## src/chan_pkg.sv

```systemverilog
// Shared constants and types for the input channel
`default_nettype none
package chan_pkg;
    localparam int BYTE_W = 12;
    localparam int WORD_W = 48;
    localparam int ADDR_W = 15;
    localparam int WC_W = 15;
    localparam int CODE_W = 12;
    localparam int EQ_W = 3;
    localparam int UNIT_W = 9;
    localparam int CHAN_W = 2;
    localparam int BYTES_PER_WORD = 4;
    localparam int FIFO_DEPTH = 16;
    // Fields of the attach code
    localparam int EQ_LSB = 9;
    localparam int UNIT_LSB = 0;
    // Fields of the control word
    localparam int CW_ADDR_LSB = 0;
    localparam int CW_WC_LSB = 24;
    // Reset values
    localparam logic [ADDR_W-1:0] ADDR_RST = 15'h0000;
    localparam logic [WC_W-1:0] WC_RST = 15'h0000;
    // No-response limit: a least wait, so it rounds up
    localparam int CLK_PERIOD_NS = 100;
    localparam int NO_RESP_NS = 100000;
    localparam int NO_RESP_CYC = (NO_RESP_NS + CLK_PERIOD_NS - 1) / CLK_PERIOD_NS;
    localparam int TMR_W = 10;
    localparam logic [TMR_W-1:0] TMR_LAST = TMR_W'(NO_RESP_CYC - 1);
    typedef enum logic [1:0] {
        ATTACH_INSTRUCTION,
        EQUIPMENT_FUNCTION_INSTRUCTION,
        BEGIN_INPUT_INSTRUCTION
    } op_t;
endpackage : chan_pkg
`default_nettype wire

```

## src/byte_assembler.sv

```systemverilog
// Packs 12-bit bytes into 48-bit words, forward or reversed, with zero fill
`default_nettype none
module byte_assembler (
    // Clock and control
    input wire logic clk,
    input wire logic rst_n,
    input wire logic ce,
    input wire logic clr,
    input wire logic en,
    // Byte side
    input wire logic byte_valid,
    input wire logic [chan_pkg::BYTE_W-1:0] byte_in,
    output logic byte_ready,
    input wire logic eor,
    input wire logic reverse,
    // Word side
    output logic word_valid,
    output wire logic [chan_pkg::WORD_W-1:0] word,
    input wire logic word_ready,
    output logic eor_done,
    output logic busy
);
    logic [1:0] cnt_r;
    logic [1:0] sel;
    logic [chan_pkg::BYTE_W-1:0] slot_r [chan_pkg::BYTES_PER_WORD];
    logic take;
    logic eor_take;
    logic full_set;
    logic flush;

    assign take = byte_valid & byte_ready & en;
    // eor_done blocks a second flush before the channel sees the first
    assign eor_take = eor & en & ~word_valid & ~take & ~eor_done;
    assign full_set = (take & (cnt_r == 2'h3)) | (eor_take & (cnt_r != 2'h0));
    assign flush = word_valid & word_ready;
    assign sel = reverse ? cnt_r : 2'h3 - cnt_r;
    assign busy = word_valid | (cnt_r != 2'h0);

    genvar k;
    generate
        for (k = 0; k < chan_pkg::BYTES_PER_WORD; k++) begin : g_slot
            assign word[k*chan_pkg::BYTE_W +: chan_pkg::BYTE_W] = slot_r[k];
            always_ff @(posedge clk or negedge rst_n) begin
                if (!rst_n) begin
                    slot_r[k] <= '0;
                end else if (ce) begin
                    // Cleared after each store, so unfilled slots read zero
                    if (clr || flush) slot_r[k] <= '0;
                    else if (take && sel == 2'(k)) slot_r[k] <= byte_in;
                end
            end
        end
    endgenerate

    always_ff @(posedge clk or negedge rst_n) begin
        if (!rst_n) begin
            cnt_r <= 2'h0;
            word_valid <= 1'b0;
            byte_ready <= 1'b0;
            eor_done <= 1'b0;
        end else if (ce) begin
            eor_done <= eor_take & ~clr;
            if (clr) begin
                cnt_r <= 2'h0;
                word_valid <= 1'b0;
                byte_ready <= 1'b0;
            end else begin
                if (take) cnt_r <= cnt_r + 2'h1;
                else if (eor_take) cnt_r <= 2'h0;
                if (full_set) word_valid <= 1'b1;
                else if (flush) word_valid <= 1'b0;
                byte_ready <= en & ~full_set & ~eor_take & (~word_valid | word_ready);
            end
        end
    end
endmodule : byte_assembler
`default_nettype wire

```

## src/io_channel_connect_read.sv

```systemverilog
// One input channel: attach, function code, control-word driven input
`default_nettype none
// Notes on behaviour
// - Selection carries channel, equipment, unit fields
// - Equipment from top octal digit of code
// - Unit from three low octal digits
// - Selection held until next attach or clear
// - Each channel instance runs independently
// - Attach to busy channel rejects with jump
// - No reply within 100 us rejects attach
// - Function sends 12-bit code to attached equipment
// - Unanswered function times out into reject
// - Function to busy channel rejects with jump
// - Input to busy channel rejects; else proceed
// - Accepted input fetches control word, loads registers
// - Channel storage accesses wait for free slots
// - Input ends on count zero, end, clear
// - Partial word at end zero-filled and stored
// - Reverse signal packs bytes in reversed order
// - Reverse read restores words, reversed in storage
// - Lockout makes channel instructions illegal
// - Lockout only with interrupts on, not Category I
// - Each word: count down one, address up
// - Zero count control word never activates channel
module io_channel_connect_read #(
    parameter logic [chan_pkg::CHAN_W-1:0] CHAN_NUM = 2'h0
) (
    // Clock, reset, enable
    input wire logic SYS_CLK,
    input wire logic RST_N,
    input wire logic CE,
    // Instruction request
    input wire logic INS_VALID,
    input wire chan_pkg::op_t INS_OP,
    input wire logic [chan_pkg::CHAN_W-1:0] INS_CHAN,
    input wire logic [chan_pkg::CODE_W-1:0] INS_CODE,
    input wire logic [chan_pkg::ADDR_W-1:0] INS_CW_ADDR,
    input wire logic [chan_pkg::ADDR_W-1:0] INS_REJ_ADDR,
    // Instruction answer
    output logic INS_READY,
    output logic INS_DONE,
    output logic INS_REJECT,
    output logic [chan_pkg::ADDR_W-1:0] JUMP_ADDR,
    output logic ILLEGAL_INT,
    // Machine mode
    input wire logic LOCKOUT,
    input wire logic INT_ACTIVE,
    input wire logic CAT1_MODE,
    input wire logic MASTER_CLEAR_PULSE,
    // Equipment selection and function
    output logic EQ_SEL_STB,
    output logic [chan_pkg::EQ_W-1:0] EQ_NUM,
    output logic [chan_pkg::UNIT_W-1:0] EQ_UNIT,
    output logic EQ_FUNC_STB,
    output logic [chan_pkg::CODE_W-1:0] EQ_FUNC,
    input wire logic EQ_REPLY,
    input wire logic EQ_REJECT,
    // Equipment data
    input wire logic EQ_BYTE_VALID,
    input wire logic [chan_pkg::BYTE_W-1:0] EQ_BYTE,
    output wire logic EQ_BYTE_READY,
    input wire logic EQ_EOR,
    input wire logic EQ_REVERSE,
    // Storage port
    output logic MEM_REQ,
    output logic MEM_WE,
    output logic [chan_pkg::ADDR_W-1:0] MEM_ADDR,
    output logic [chan_pkg::WORD_W-1:0] MEM_WDATA,
    input wire logic MEM_GRANT,
    input wire logic [chan_pkg::WORD_W-1:0] MEM_RDATA,
    // Status
    output logic CH_ACTIVE
);
    typedef enum {C_IDLE, C_WAIT} cmd_t;
    typedef enum {X_IDLE, X_FETCH, X_RUN} xfer_t;

    cmd_t cmd_r;
    xfer_t xfer_r;
    logic [chan_pkg::TMR_W-1:0] tmr_r;
    logic [chan_pkg::WC_W-1:0] wc_r;
    logic [chan_pkg::ADDR_W-1:0] addr_r;
    logic eor_seen_r;
    logic take, illegal, busy, start, timeout, sel_take, func_take;
    logic asm_en, asm_valid, asm_eor_done, asm_busy, push, pop, finish;
    logic fifo_in_ready, fifo_valid;
    logic [chan_pkg::WORD_W-1:0] asm_word, fifo_word;
    logic [chan_pkg::WC_W-1:0] cw_wc;

    // Instructions for other channels are left to their own instances
    assign take = INS_VALID & INS_READY & (INS_CHAN == CHAN_NUM) & ~MASTER_CLEAR_PULSE;
    assign illegal = LOCKOUT & INT_ACTIVE & ~CAT1_MODE;
    assign busy = xfer_r != X_IDLE;
    assign start = take & ~illegal & ~busy & (INS_OP == chan_pkg::BEGIN_INPUT_INSTRUCTION);
    assign sel_take = take & ~illegal & ~busy & (INS_OP == chan_pkg::ATTACH_INSTRUCTION);
    assign func_take = take & ~illegal & ~busy
                       & (INS_OP == chan_pkg::EQUIPMENT_FUNCTION_INSTRUCTION);
    assign timeout = tmr_r == chan_pkg::TMR_LAST;
    assign cw_wc = MEM_RDATA[chan_pkg::CW_WC_LSB +: chan_pkg::WC_W];
    // Look ahead so ready never stands in a cycle whose byte would be refused
    assign asm_en = (xfer_r == X_RUN) & (wc_r != '0) & ~eor_seen_r & ~asm_eor_done
                    & ~(push & (wc_r == 15'h0001));
    assign push = asm_valid & fifo_in_ready;
    assign pop = fifo_valid & (xfer_r == X_RUN) & ~MEM_REQ;
    assign finish = ((wc_r == '0) | eor_seen_r) & ~fifo_valid & ~MEM_REQ & ~asm_busy;

    byte_assembler u_asm (
        .clk(SYS_CLK),
        .rst_n(RST_N),
        .ce(CE),
        .clr(MASTER_CLEAR_PULSE | start),
        .en(asm_en),
        .byte_valid(EQ_BYTE_VALID),
        .byte_in(EQ_BYTE),
        .byte_ready(EQ_BYTE_READY),
        .eor(EQ_EOR),
        .reverse(EQ_REVERSE),
        .word_valid(asm_valid),
        .word(asm_word),
        .word_ready(fifo_in_ready),
        .eor_done(asm_eor_done),
        .busy(asm_busy)
    );

    word_fifo #(.WIDTH(chan_pkg::WORD_W), .DEPTH(chan_pkg::FIFO_DEPTH)) u_fifo (
        .clk(SYS_CLK),
        .rst_n(RST_N),
        .ce(CE),
        .clr(MASTER_CLEAR_PULSE | start),
        .in_valid(asm_valid),
        .in_data(asm_word),
        .in_ready(fifo_in_ready),
        .out_valid(fifo_valid),
        .out_data(fifo_word),
        .out_ready(pop)
    );

    // Instruction sequencing and answers
    always_ff @(posedge SYS_CLK or negedge RST_N) begin
        if (!RST_N) begin
            cmd_r <= C_IDLE;
            INS_READY <= 1'b1;
            INS_DONE <= 1'b0;
            INS_REJECT <= 1'b0;
            JUMP_ADDR <= chan_pkg::ADDR_RST;
            ILLEGAL_INT <= 1'b0;
            EQ_SEL_STB <= 1'b0;
            EQ_FUNC_STB <= 1'b0;
        end else if (CE) begin
            INS_DONE <= 1'b0;
            INS_REJECT <= 1'b0;
            ILLEGAL_INT <= 1'b0;
            EQ_SEL_STB <= 1'b0;
            EQ_FUNC_STB <= 1'b0;
            if (MASTER_CLEAR_PULSE) begin
                cmd_r <= C_IDLE;
                INS_READY <= 1'b1;
            end else begin
                case (cmd_r)
                    C_IDLE: begin
                        if (take) JUMP_ADDR <= INS_REJ_ADDR;
                        if (take && illegal) begin
                            INS_DONE <= 1'b1;
                            ILLEGAL_INT <= 1'b1;
                        end else if (take && busy) begin
                            INS_DONE <= 1'b1;
                            INS_REJECT <= 1'b1;
                        end else if (sel_take || func_take) begin
                            EQ_SEL_STB <= sel_take;
                            EQ_FUNC_STB <= func_take;
                            INS_READY <= 1'b0;
                            cmd_r <= C_WAIT;
                        end else if (start) begin
                            INS_DONE <= 1'b1;
                        end
                    end
                    C_WAIT: begin
                        // Reject beats reply; silence past the limit is a reject
                        if (EQ_REPLY || EQ_REJECT || timeout) begin
                            INS_DONE <= 1'b1;
                            INS_REJECT <= EQ_REJECT | ~EQ_REPLY;
                            INS_READY <= 1'b1;
                            cmd_r <= C_IDLE;
                        end
                    end
                    default: cmd_r <= C_IDLE;
                endcase
            end
        end
    end

    // No-response timer
    always_ff @(posedge SYS_CLK or negedge RST_N) begin
        if (!RST_N) tmr_r <= '0;
        else if (CE) tmr_r <= (cmd_r == C_WAIT) ? tmr_r + chan_pkg::TMR_W'(1) : '0;
    end

    // Held selection and function code
    always_ff @(posedge SYS_CLK or negedge RST_N) begin
        if (!RST_N) begin
            EQ_NUM <= '0;
            EQ_UNIT <= '0;
            EQ_FUNC <= '0;
        end else if (CE) begin
            if (MASTER_CLEAR_PULSE) begin
                EQ_NUM <= '0;
                EQ_UNIT <= '0;
            end else if (sel_take) begin
                EQ_NUM <= INS_CODE[chan_pkg::EQ_LSB +: chan_pkg::EQ_W];
                EQ_UNIT <= INS_CODE[chan_pkg::UNIT_LSB +: chan_pkg::UNIT_W];
            end
            if (func_take) EQ_FUNC <= INS_CODE;
        end
    end

    // Transfer control and storage port; grant comes only in free storage slots
    always_ff @(posedge SYS_CLK or negedge RST_N) begin
        if (!RST_N) begin
            xfer_r <= X_IDLE;
            wc_r <= chan_pkg::WC_RST;
            addr_r <= chan_pkg::ADDR_RST;
            eor_seen_r <= 1'b0;
            CH_ACTIVE <= 1'b0;
            MEM_REQ <= 1'b0;
            MEM_WE <= 1'b0;
            MEM_ADDR <= chan_pkg::ADDR_RST;
            MEM_WDATA <= '0;
        end else if (CE) begin
            if (MASTER_CLEAR_PULSE) begin
                xfer_r <= X_IDLE;
                CH_ACTIVE <= 1'b0;
                MEM_REQ <= 1'b0;
            end else begin
                case (xfer_r)
                    X_IDLE: begin
                        if (start) begin
                            MEM_REQ <= 1'b1;
                            MEM_WE <= 1'b0;
                            MEM_ADDR <= INS_CW_ADDR;
                            eor_seen_r <= 1'b0;
                            xfer_r <= X_FETCH;
                        end
                    end
                    X_FETCH: begin
                        if (MEM_GRANT) begin
                            MEM_REQ <= 1'b0;
                            wc_r <= cw_wc;
                            addr_r <= MEM_RDATA[chan_pkg::CW_ADDR_LSB +: chan_pkg::ADDR_W];
                            CH_ACTIVE <= cw_wc != '0;
                            xfer_r <= (cw_wc != '0) ? X_RUN : X_IDLE;
                        end
                    end
                    X_RUN: begin
                        if (push) wc_r <= wc_r - 15'h0001;
                        if (asm_eor_done) eor_seen_r <= 1'b1;
                        if (MEM_REQ && MEM_GRANT) begin
                            MEM_REQ <= 1'b0;
                            addr_r <= addr_r + 15'h0001;
                        end else if (pop) begin
                            MEM_REQ <= 1'b1;
                            MEM_WE <= 1'b1;
                            MEM_ADDR <= addr_r;
                            MEM_WDATA <= fifo_word;
                        end
                        if (finish) begin
                            CH_ACTIVE <= 1'b0;
                            xfer_r <= X_IDLE;
                        end
                    end
                    default: xfer_r <= X_IDLE;
                endcase
            end
        end
    end
endmodule : io_channel_connect_read
`default_nettype wire

```

## src/word_fifo.sv

```systemverilog
// Word FIFO between byte assembly and storage writes
`default_nettype none
module word_fifo #(
    parameter int WIDTH = 48,
    parameter int DEPTH = 16
) (
    // Clock and control
    input wire logic clk,
    input wire logic rst_n,
    input wire logic ce,
    input wire logic clr,
    // Filling side
    input wire logic in_valid,
    input wire logic [WIDTH-1:0] in_data,
    output logic in_ready,
    // Draining side
    output logic out_valid,
    output logic [WIDTH-1:0] out_data,
    input wire logic out_ready
);
    localparam int AW = $clog2(DEPTH);
    logic [WIDTH-1:0] mem [DEPTH];
    logic [AW-1:0] wp_r;
    logic [AW-1:0] rp_r;
    logic [AW:0] cnt_r;
    logic wr;
    logic rd;

    assign in_ready = cnt_r != (AW+1)'(DEPTH);
    assign out_valid = cnt_r != '0;
    assign out_data = mem[rp_r];
    assign wr = in_valid & in_ready;
    assign rd = out_valid & out_ready;

    always_ff @(posedge clk or negedge rst_n) begin
        if (!rst_n) begin
            wp_r <= '0;
            rp_r <= '0;
            cnt_r <= '0;
        end else if (ce) begin
            if (clr) begin
                wp_r <= '0;
                rp_r <= '0;
                cnt_r <= '0;
            end else begin
                if (wr) wp_r <= wp_r + AW'(1);
                if (rd) rp_r <= rp_r + AW'(1);
                if (wr && !rd) cnt_r <= cnt_r + (AW+1)'(1);
                else if (rd && !wr) cnt_r <= cnt_r - (AW+1)'(1);
            end
        end
    end

    always_ff @(posedge clk) begin
        if (ce && wr && !clr) mem[wp_r] <= in_data;
    end
endmodule : word_fifo
`default_nettype wire
```

## config.mk

```make
export PLATFORM = sky130hd
export DESIGN_NAME = io_channel_connect_read
export DESIGN_NICKNAME = d
export VERILOG_FILES = /design/src/chan_pkg.sv /design/src/byte_assembler.sv /design/src/io_channel_connect_read.sv /design/src/word_fifo.sv
export SDC_FILE = /design/constraint.sdc
export NUM_CORES = 1
export LEC_CHECK = 0
export BUFFER_PORTS_ARGS = -buffer_cell sky130_fd_sc_hd__buf_2
export CORE_MARGIN = 5
export CORE_UTILIZATION = 50
export CTS_BUF_LIST = sky130_fd_sc_hd__clkbuf_16
export DETAILED_ROUTE_END_ITERATION = 16
export PLACE_DENSITY_LB_ADDON = 0.12
export SLEW_MARGIN = 25
export SYNTH_ARGS = -nofsm -noshare
export SYNTH_HDL_FRONTEND = slang
export SYNTH_SLANG_ARGS = --single-unit
```

## constraint.sdc

```tcl
create_clock -name SYS_CLK -period 3.9 [get_ports SYS_CLK]
set_input_delay 0.585 -clock SYS_CLK [delete_from_list [all_inputs] [get_ports SYS_CLK]]
set_output_delay 0.585 -clock SYS_CLK [all_outputs]
set_load 0.02 [all_outputs]
```

* Word level (Yosys, flattened, before mapping) *
Memory sizes are Yosys's and may differ from the RTL's. A register that Yosys moved wholly into a read port is not among the register bits.
Cells that the tools add are included.
Widths: inputs -> output; s select.

word-level totals
  memories = 1
  output and inout port bits = 112
  bits of input ports = 120
  memory bits (writable) = 768
  logic and storage cells = 292
  flip-flop bits (word level) = 234

cells by class
  muxes and demuxes = 98
  bitwise logic cells = 57
  equality and inequality tests = 29
  add/subtract/negate cells = 9
  reduce and logical (&&, ||, !) cells = 67

memories
  name        depth  width  read ports  clocked after memory_dff  wr ports  line             source
  u_fifo.mem  16     48     1           1                         1         word_fifo.sv:22  logic [WIDTH-1:0] mem [DEPTH];

operators by type and width
  cell                   count
  $mux 32                9
  $mux 15                7
  $mux 12                8
  $pmux 32 s3            1
  $pmux 15 s2            3
  $eq 32x1->1 const B    2
  $eq 32x2->1 const B    2
  $logic_not 32->1       2
  $pmux 32 s2            1
  $mux 1                 45
  $and 1x1->1            34
  $eq 32x3->1 const B    1
  $reduce_bool 32->1     1
  $reduce_and 5->1       6
  $reduce_bool 15->1     2
  $reduce_and 2->1       11
  $ne 3x3->1 const B     7
  $reduce_bool 2->1      10
  $mux 9                 2
  $not 1->1              17
  $mux 4                 4
  $add 15x1->15 const B  1
  $eq 15x1->1 const B    1
  $logic_not 15->1       1
  30 further kinds       82

* Longest topological paths before layout *
  word-level depth = 16
  depth in mapped cells = 9
  mapped depth without buffers = 9

* Hierarchy *
From an unflattened synthesis, not the netlist that was laid out.

unflattened totals
  cells, all modules = 2050
  area total of the unflattened synthesis = 39735.6 um2

by module, submodules not included
  module                   seq. area each (um2)  area an instance (um2)  cells an instance  times used
  word_fifo                23387.4               29941.2                 1181               1
  io_channel_connect_read  3880.0                7115.6                  646                1
  byte_assembler           1326.3                2678.8                  223                1

* Worst setup path after synthesis *
OpenSTA, ideal clock, no wires.

  kind = in2reg
  start = input MASTER_CLEAR_PULSE
  end = memory u_fifo.mem[0][0], enable pin
  stages = 6
  setup time = 0.410 ns
  buffers on the path = 2
  data arrival time = 2.873 ns
  path slack = 0.617 ns
  required time = 3.490 ns
  cells stage by stage = clkbuf_1 > nand2b_1 > clkbuf_1 > or3_1 > nor3_1 > and2_1

on the way
  longest elaborated chain between the ends = 10

RTL lines
  item                            line                            source
  start: declaration              io_channel_connect_read.sv:49   input wire logic MASTER_CLEAR_PULSE,
  $not 1->1 (no line)             --
  $and 1x1->1                     io_channel_connect_read.sv:90   assign take = INS_VALID & INS_READY & (INS_CHAN == CHAN_NUM) & ~MASTER_CLEAR_PULSE;
  $and 1x1->1 (3 in a row)        io_channel_connect_read.sv:93   assign start = take & ~illegal & ~busy & (INS_OP == chan_pkg::BEGIN_INPUT_INSTRUCTION);
  $or 1x1->1 *                    io_channel_connect_read.sv:128  .clr(MASTER_CLEAR_PULSE | start),
  $logic_not 1->1 *               word_fifo.sv:55                 if (ce && wr && !clr) mem[wp_r] <= in_data;
  $logic_and 1x1->1 *             word_fifo.sv:55
  $mux 1 *                        word_fifo.sv:55
  $mux 1 (not written as such) *  word_fifo.sv:55
  end: declaration                word_fifo.sv:22

Every way passes the cells marked *; elsewhere a longest branch is shown, timed or not.

* Worst setup path after layout *
  start = register u_fifo.cnt_r[0]
  end = register u_fifo.cnt_r[4]

on the way
  longest elaborated chain between the ends = 8
  elaborated cells between the ends (all ways) = 17
  classes of those cells = 2 x add/sub; 1 x eq/ne; 3 x mux; 4 x bitwise; 7 x reduce/logical

RTL lines
  item                                                          line                            source
  start: declaration                                            word_fifo.sv:25                 logic [AW:0] cnt_r;
  start signal: assignment                                      word_fifo.sv:48                 if (wr && !rd) cnt_r <= cnt_r + (AW+1)'(1);
  start signal: assignment                                      word_fifo.sv:49                 else if (rd && !wr) cnt_r <= cnt_r - (AW+1)'(1);
  $reduce_bool 5->1                                             word_fifo.sv:30                 assign out_valid = cnt_r != '0;
  $and 1x1->1 (2 in a row)                                      io_channel_connect_read.sv:103  assign pop = fifo_valid & (xfer_r == X_RUN) & ~MEM_REQ;
  $and 1x1->1                                                   word_fifo.sv:33                 assign rd = out_valid & out_ready;
  $logic_not 1->1                                               word_fifo.sv:48
  $logic_and 1x1->1                                             word_fifo.sv:48
  $reduce_bool 3->1 (no line) / $mux 5 (equally long branches)  --
  $reduce_and 2->1 (no line) / $mux 5 (equally long branches)   --

Several ways; a longest one is shown, not always the timed one. The select of a mux whose other input is x is not followed.
A chain may end at the register's enable or synchronous reset.

==> metrics.yaml <==
p_leak_nw: 17.36
synth-edff-count: 768
status: "finished, final reports clean"
synthCells: 2244
slew_viol_final: 0
dpl.cell_count: 3447
synth_area_leader_cell: "edfxtp_1"
avgRoutedWirePerCell_um: 25.36
ys_seq_area_share_pct: 72.93
crit_required_ns: 4.47
yosys-top-cells-count: "768 x edfxtp_1, 220 x dfrtp_1, 144 x mux4_2"
dr.first_iter.drc_count: 1816
setup.worst_path.end: "u_fifo.cnt_r[4]"
hold_slack_ns: 0.1804
die_w_um: 290.0
synthTopCellsByArea: "edfxtp_1 59%, dfrtp_1 14%, mux4_2 8.3%"
core_area_um2: 77590
ant_nets: 0
p_int_mw: 19.23
synthFlopType: "edfxtp_1"
seq_power_share_pct: 46.8
r2r_end: "u_fifo.cnt_r[4]"
cts_tree: "built"
r2r_cells: 10
syn_area_um2: 39210
fin_cells: 3640
rsz0062_at_grt: "false"
synth_top_area_share_pct: 58.82
syn_nets: 2379
irDropWorstVdd_mv: 0.3598
p_comb_share_pct: 17.1
grt_max_degree: 99
dp_hpwl_um: 52990
drv_cap: 0
grt_pass1_wl_um: 141400
fmax_mhz: 342.9
numCtsBuffers: 101
io_buffers: 213
finalWorstSetupSlack_ns: 0.9838
ys_types: 72
globalRouteOverflowTotal: 0
final_core_util_pct: 58.40
wl_met1_um: 39440
highest_layer: "met5"
viasPerCell: 5.899
grtUsageTotal_pct: 21.83
grt_pass1_vias: 22680
swShare_pct: 26.52
setup.worst_path.start: "u_fifo.cnt_r[0]"
clock-sinks: 989
end_kind: "flop"
clock_latency_ns: 0.65
io_pins: 232
cp-start-kind: "flop"
fin_crit_sh_pct: 74.77
cts_resized: 0
dr_wl_met2_um: 45130
drive_above_1_share_pct: 26.10
dieArea_um2: 84120
crit_type: "flop to flop"
cts_buffer_depth: 3
first_pass_iters: 5
syn_to_final_growth_pct: 15.57
ys_seq_elements: 989
cts-hold-fix-buffers: 1
relSlewSlack_pct: 36.22
crit_fanout: 7
drc_errors: 0
clk_pin_slew_ns: 0.06
skew_ns: 0.01837
crit_chain: "nor4_1 -> a211oi_1 -> buf_4 -> nand2b_1 -> fa_1 -> a21o_1 -> a21oi_1 -> xnor2_1 -> mux2i_1 -> a22o_1"
max_stage_delay_ns: 0.51
placed_area_um2: 42030
worst_slew_pin_slew_ns: 0.9567
holdCritPathClass: "primary input to flop"
r2r_start: "u_fifo.cnt_r[0]"
antenna_found_initial: 5
ys_warn_count: 0
synth.most_common_cell: "edfxtp_1"
design_area_um2: 45310
p_clk_share_pct: 36.1
clockRootBuffer: "clkbuf_16"
htree_levels: 3
p_switching_mw: 6.941
p_per_area_nw_per_um2: 577.6
rrSetupSlack_ns: 0.98
finalCriticalPeriod_ns: 2.916
rows: 102
wl_met3_um: 6086
slowest_stage: "nor4_1"
routed_wl_um: 92310
nets: 2646
dp_slack_ns: 0.6700
cp.arrival_ns: 3.49
die_height_um: 290.0
routabilityCongestion: 0.8100
hold_viol: 0
dr_total_vias: 21470
postCtsSetupRepairBufs: 0
async_flop_share_pct: 22.35
power_mw: 26.17
start_util_pct: 50.53
synth.avg_cell_area_um2: 17.47
finalSetupTns_ns: 0
setup_viol: 0
==> worst min path at each step <==
stage | slack, ns | to | startpoint | depth (start not counted)
after CTS | 0.14 | JUMP_ADDR[5] | INS_REJ_ADDR[5] | 2
after floorplan | 0.29 | CH_ACTIVE | RST_N | 0
final | 0.18 | JUMP_ADDR[5] | INS_REJ_ADDR[5] | 2
after global placement | 0.46 | MEM_WDATA[37] | MEM_WDATA[37] | 2
after detailed placement | 0.46 | MEM_ADDR[4] | MEM_ADDR[4] | 1
after global routing | 0.16 | JUMP_ADDR[5] | INS_REJ_ADDR[5] | 2
==> worst max-delay path, delay by kind of cell (launching register included) <==
kind / cells / cell delay, ns
AO/OA/AOI/OAI: 4 / 0.67
AND/OR/NAND/NOR: 2 / 0.75
XOR/XNOR: 1 / 0.16
buffers and inverters: 1 / 0.18
multiplexers: 1 / 0.20
adder cells (fa/ha/maj): 1 / 0.44
flip-flops: 1 / 0.45
==> cells in the final DEF, fill, tap and decap left out, types with 14 or more instances in the layout <==
master     Yosys  final
edfxtp_1     768    768
dfrtp_1      220    216
buf_2         29    212
mux4_2       144    144
mux2i_1      137    137
nand2_1      128    127
o21ai_0      117    116
clkbuf_16      0    103
a22o_1        68     68
o22ai_1       57     57
nor2_1        56     56
nor2b_1       53     52
mux2_2        51     51
buf_4          2     46
a21oi_1       45     45
inv_1         17     39
buf_12         0     30
o31ai_1       28     28
clkinv_1       1     27
o221ai_1      23     23
clkinv_2       0     20
nand3_1       17     17
nor3_1        15     14
ha_1          14     14
==> kinds of logic after synthesis <==
kind of cell | after synthesis | synth area share [%]
buffers and inverters | 144 | 1.643
adders and majority gates | 15 | 0.4978
DFF | 989 | 72.93
xor gates and xnor gates | 10 | 0.2234
AOI/OAI and AO/OA | 400 | 6.874
and+or+nand+nor | 354 | 4.602
muxes | 332 | 13.23
==> flip-flops by register name (all words and copies together) (netlist names), 2 cells and up <==
name and flops:
u_fifo.cnt_r 5, u_fifo.rp_r 4, EQ_UNIT 9, u_asm.word 48, xfer_r 2, u_fifo.mem 768
tmr_r 10, u_fifo.wp_r 4, wc_r 15, MEM_WDATA 48, u_asm.cnt_r 2, MEM_ADDR 15
addr_r 15, EQ_NUM 3, EQ_FUNC 12, JUMP_ADDR 15
==> metal layers <==
layer,global-route usage [%],vias to the layer above
li1,-,9494
met1,30.71,11160
met2,35.94,685
met3,4.283,125
met4,4.895,6
met5,0.3971,-
==> power groups by stage <==
stage	sequential, mW	combinational, mW	clock (mW)
3_3_place_gp	12.4	4.48	0
6_report	12.3	4.47	9.44
4_1_cts	12.3	4.55	9.63
2_1_floorplan	12.8	2.82	0
3_5_place_dp	12.5	4.54	0
5_1_grt	12.3	4.90	10.1
==> layout make-up <==
type | count | area, µm²
Antenna cell | 2 | 5.005
Clock buffer | 103 | 2577
Clock inverter | 87 | 691.9
Fill cell | 5953 | 32280
Inverter | 18 | 67.56
Multi-Input combinational cell | 1111 | 10030
Sequential cell | 989 | 28610
Tap cell | 1040 | 1301
Timing Repair Buffer | 290 | 2032
Power figures use the tool's default switching activity.
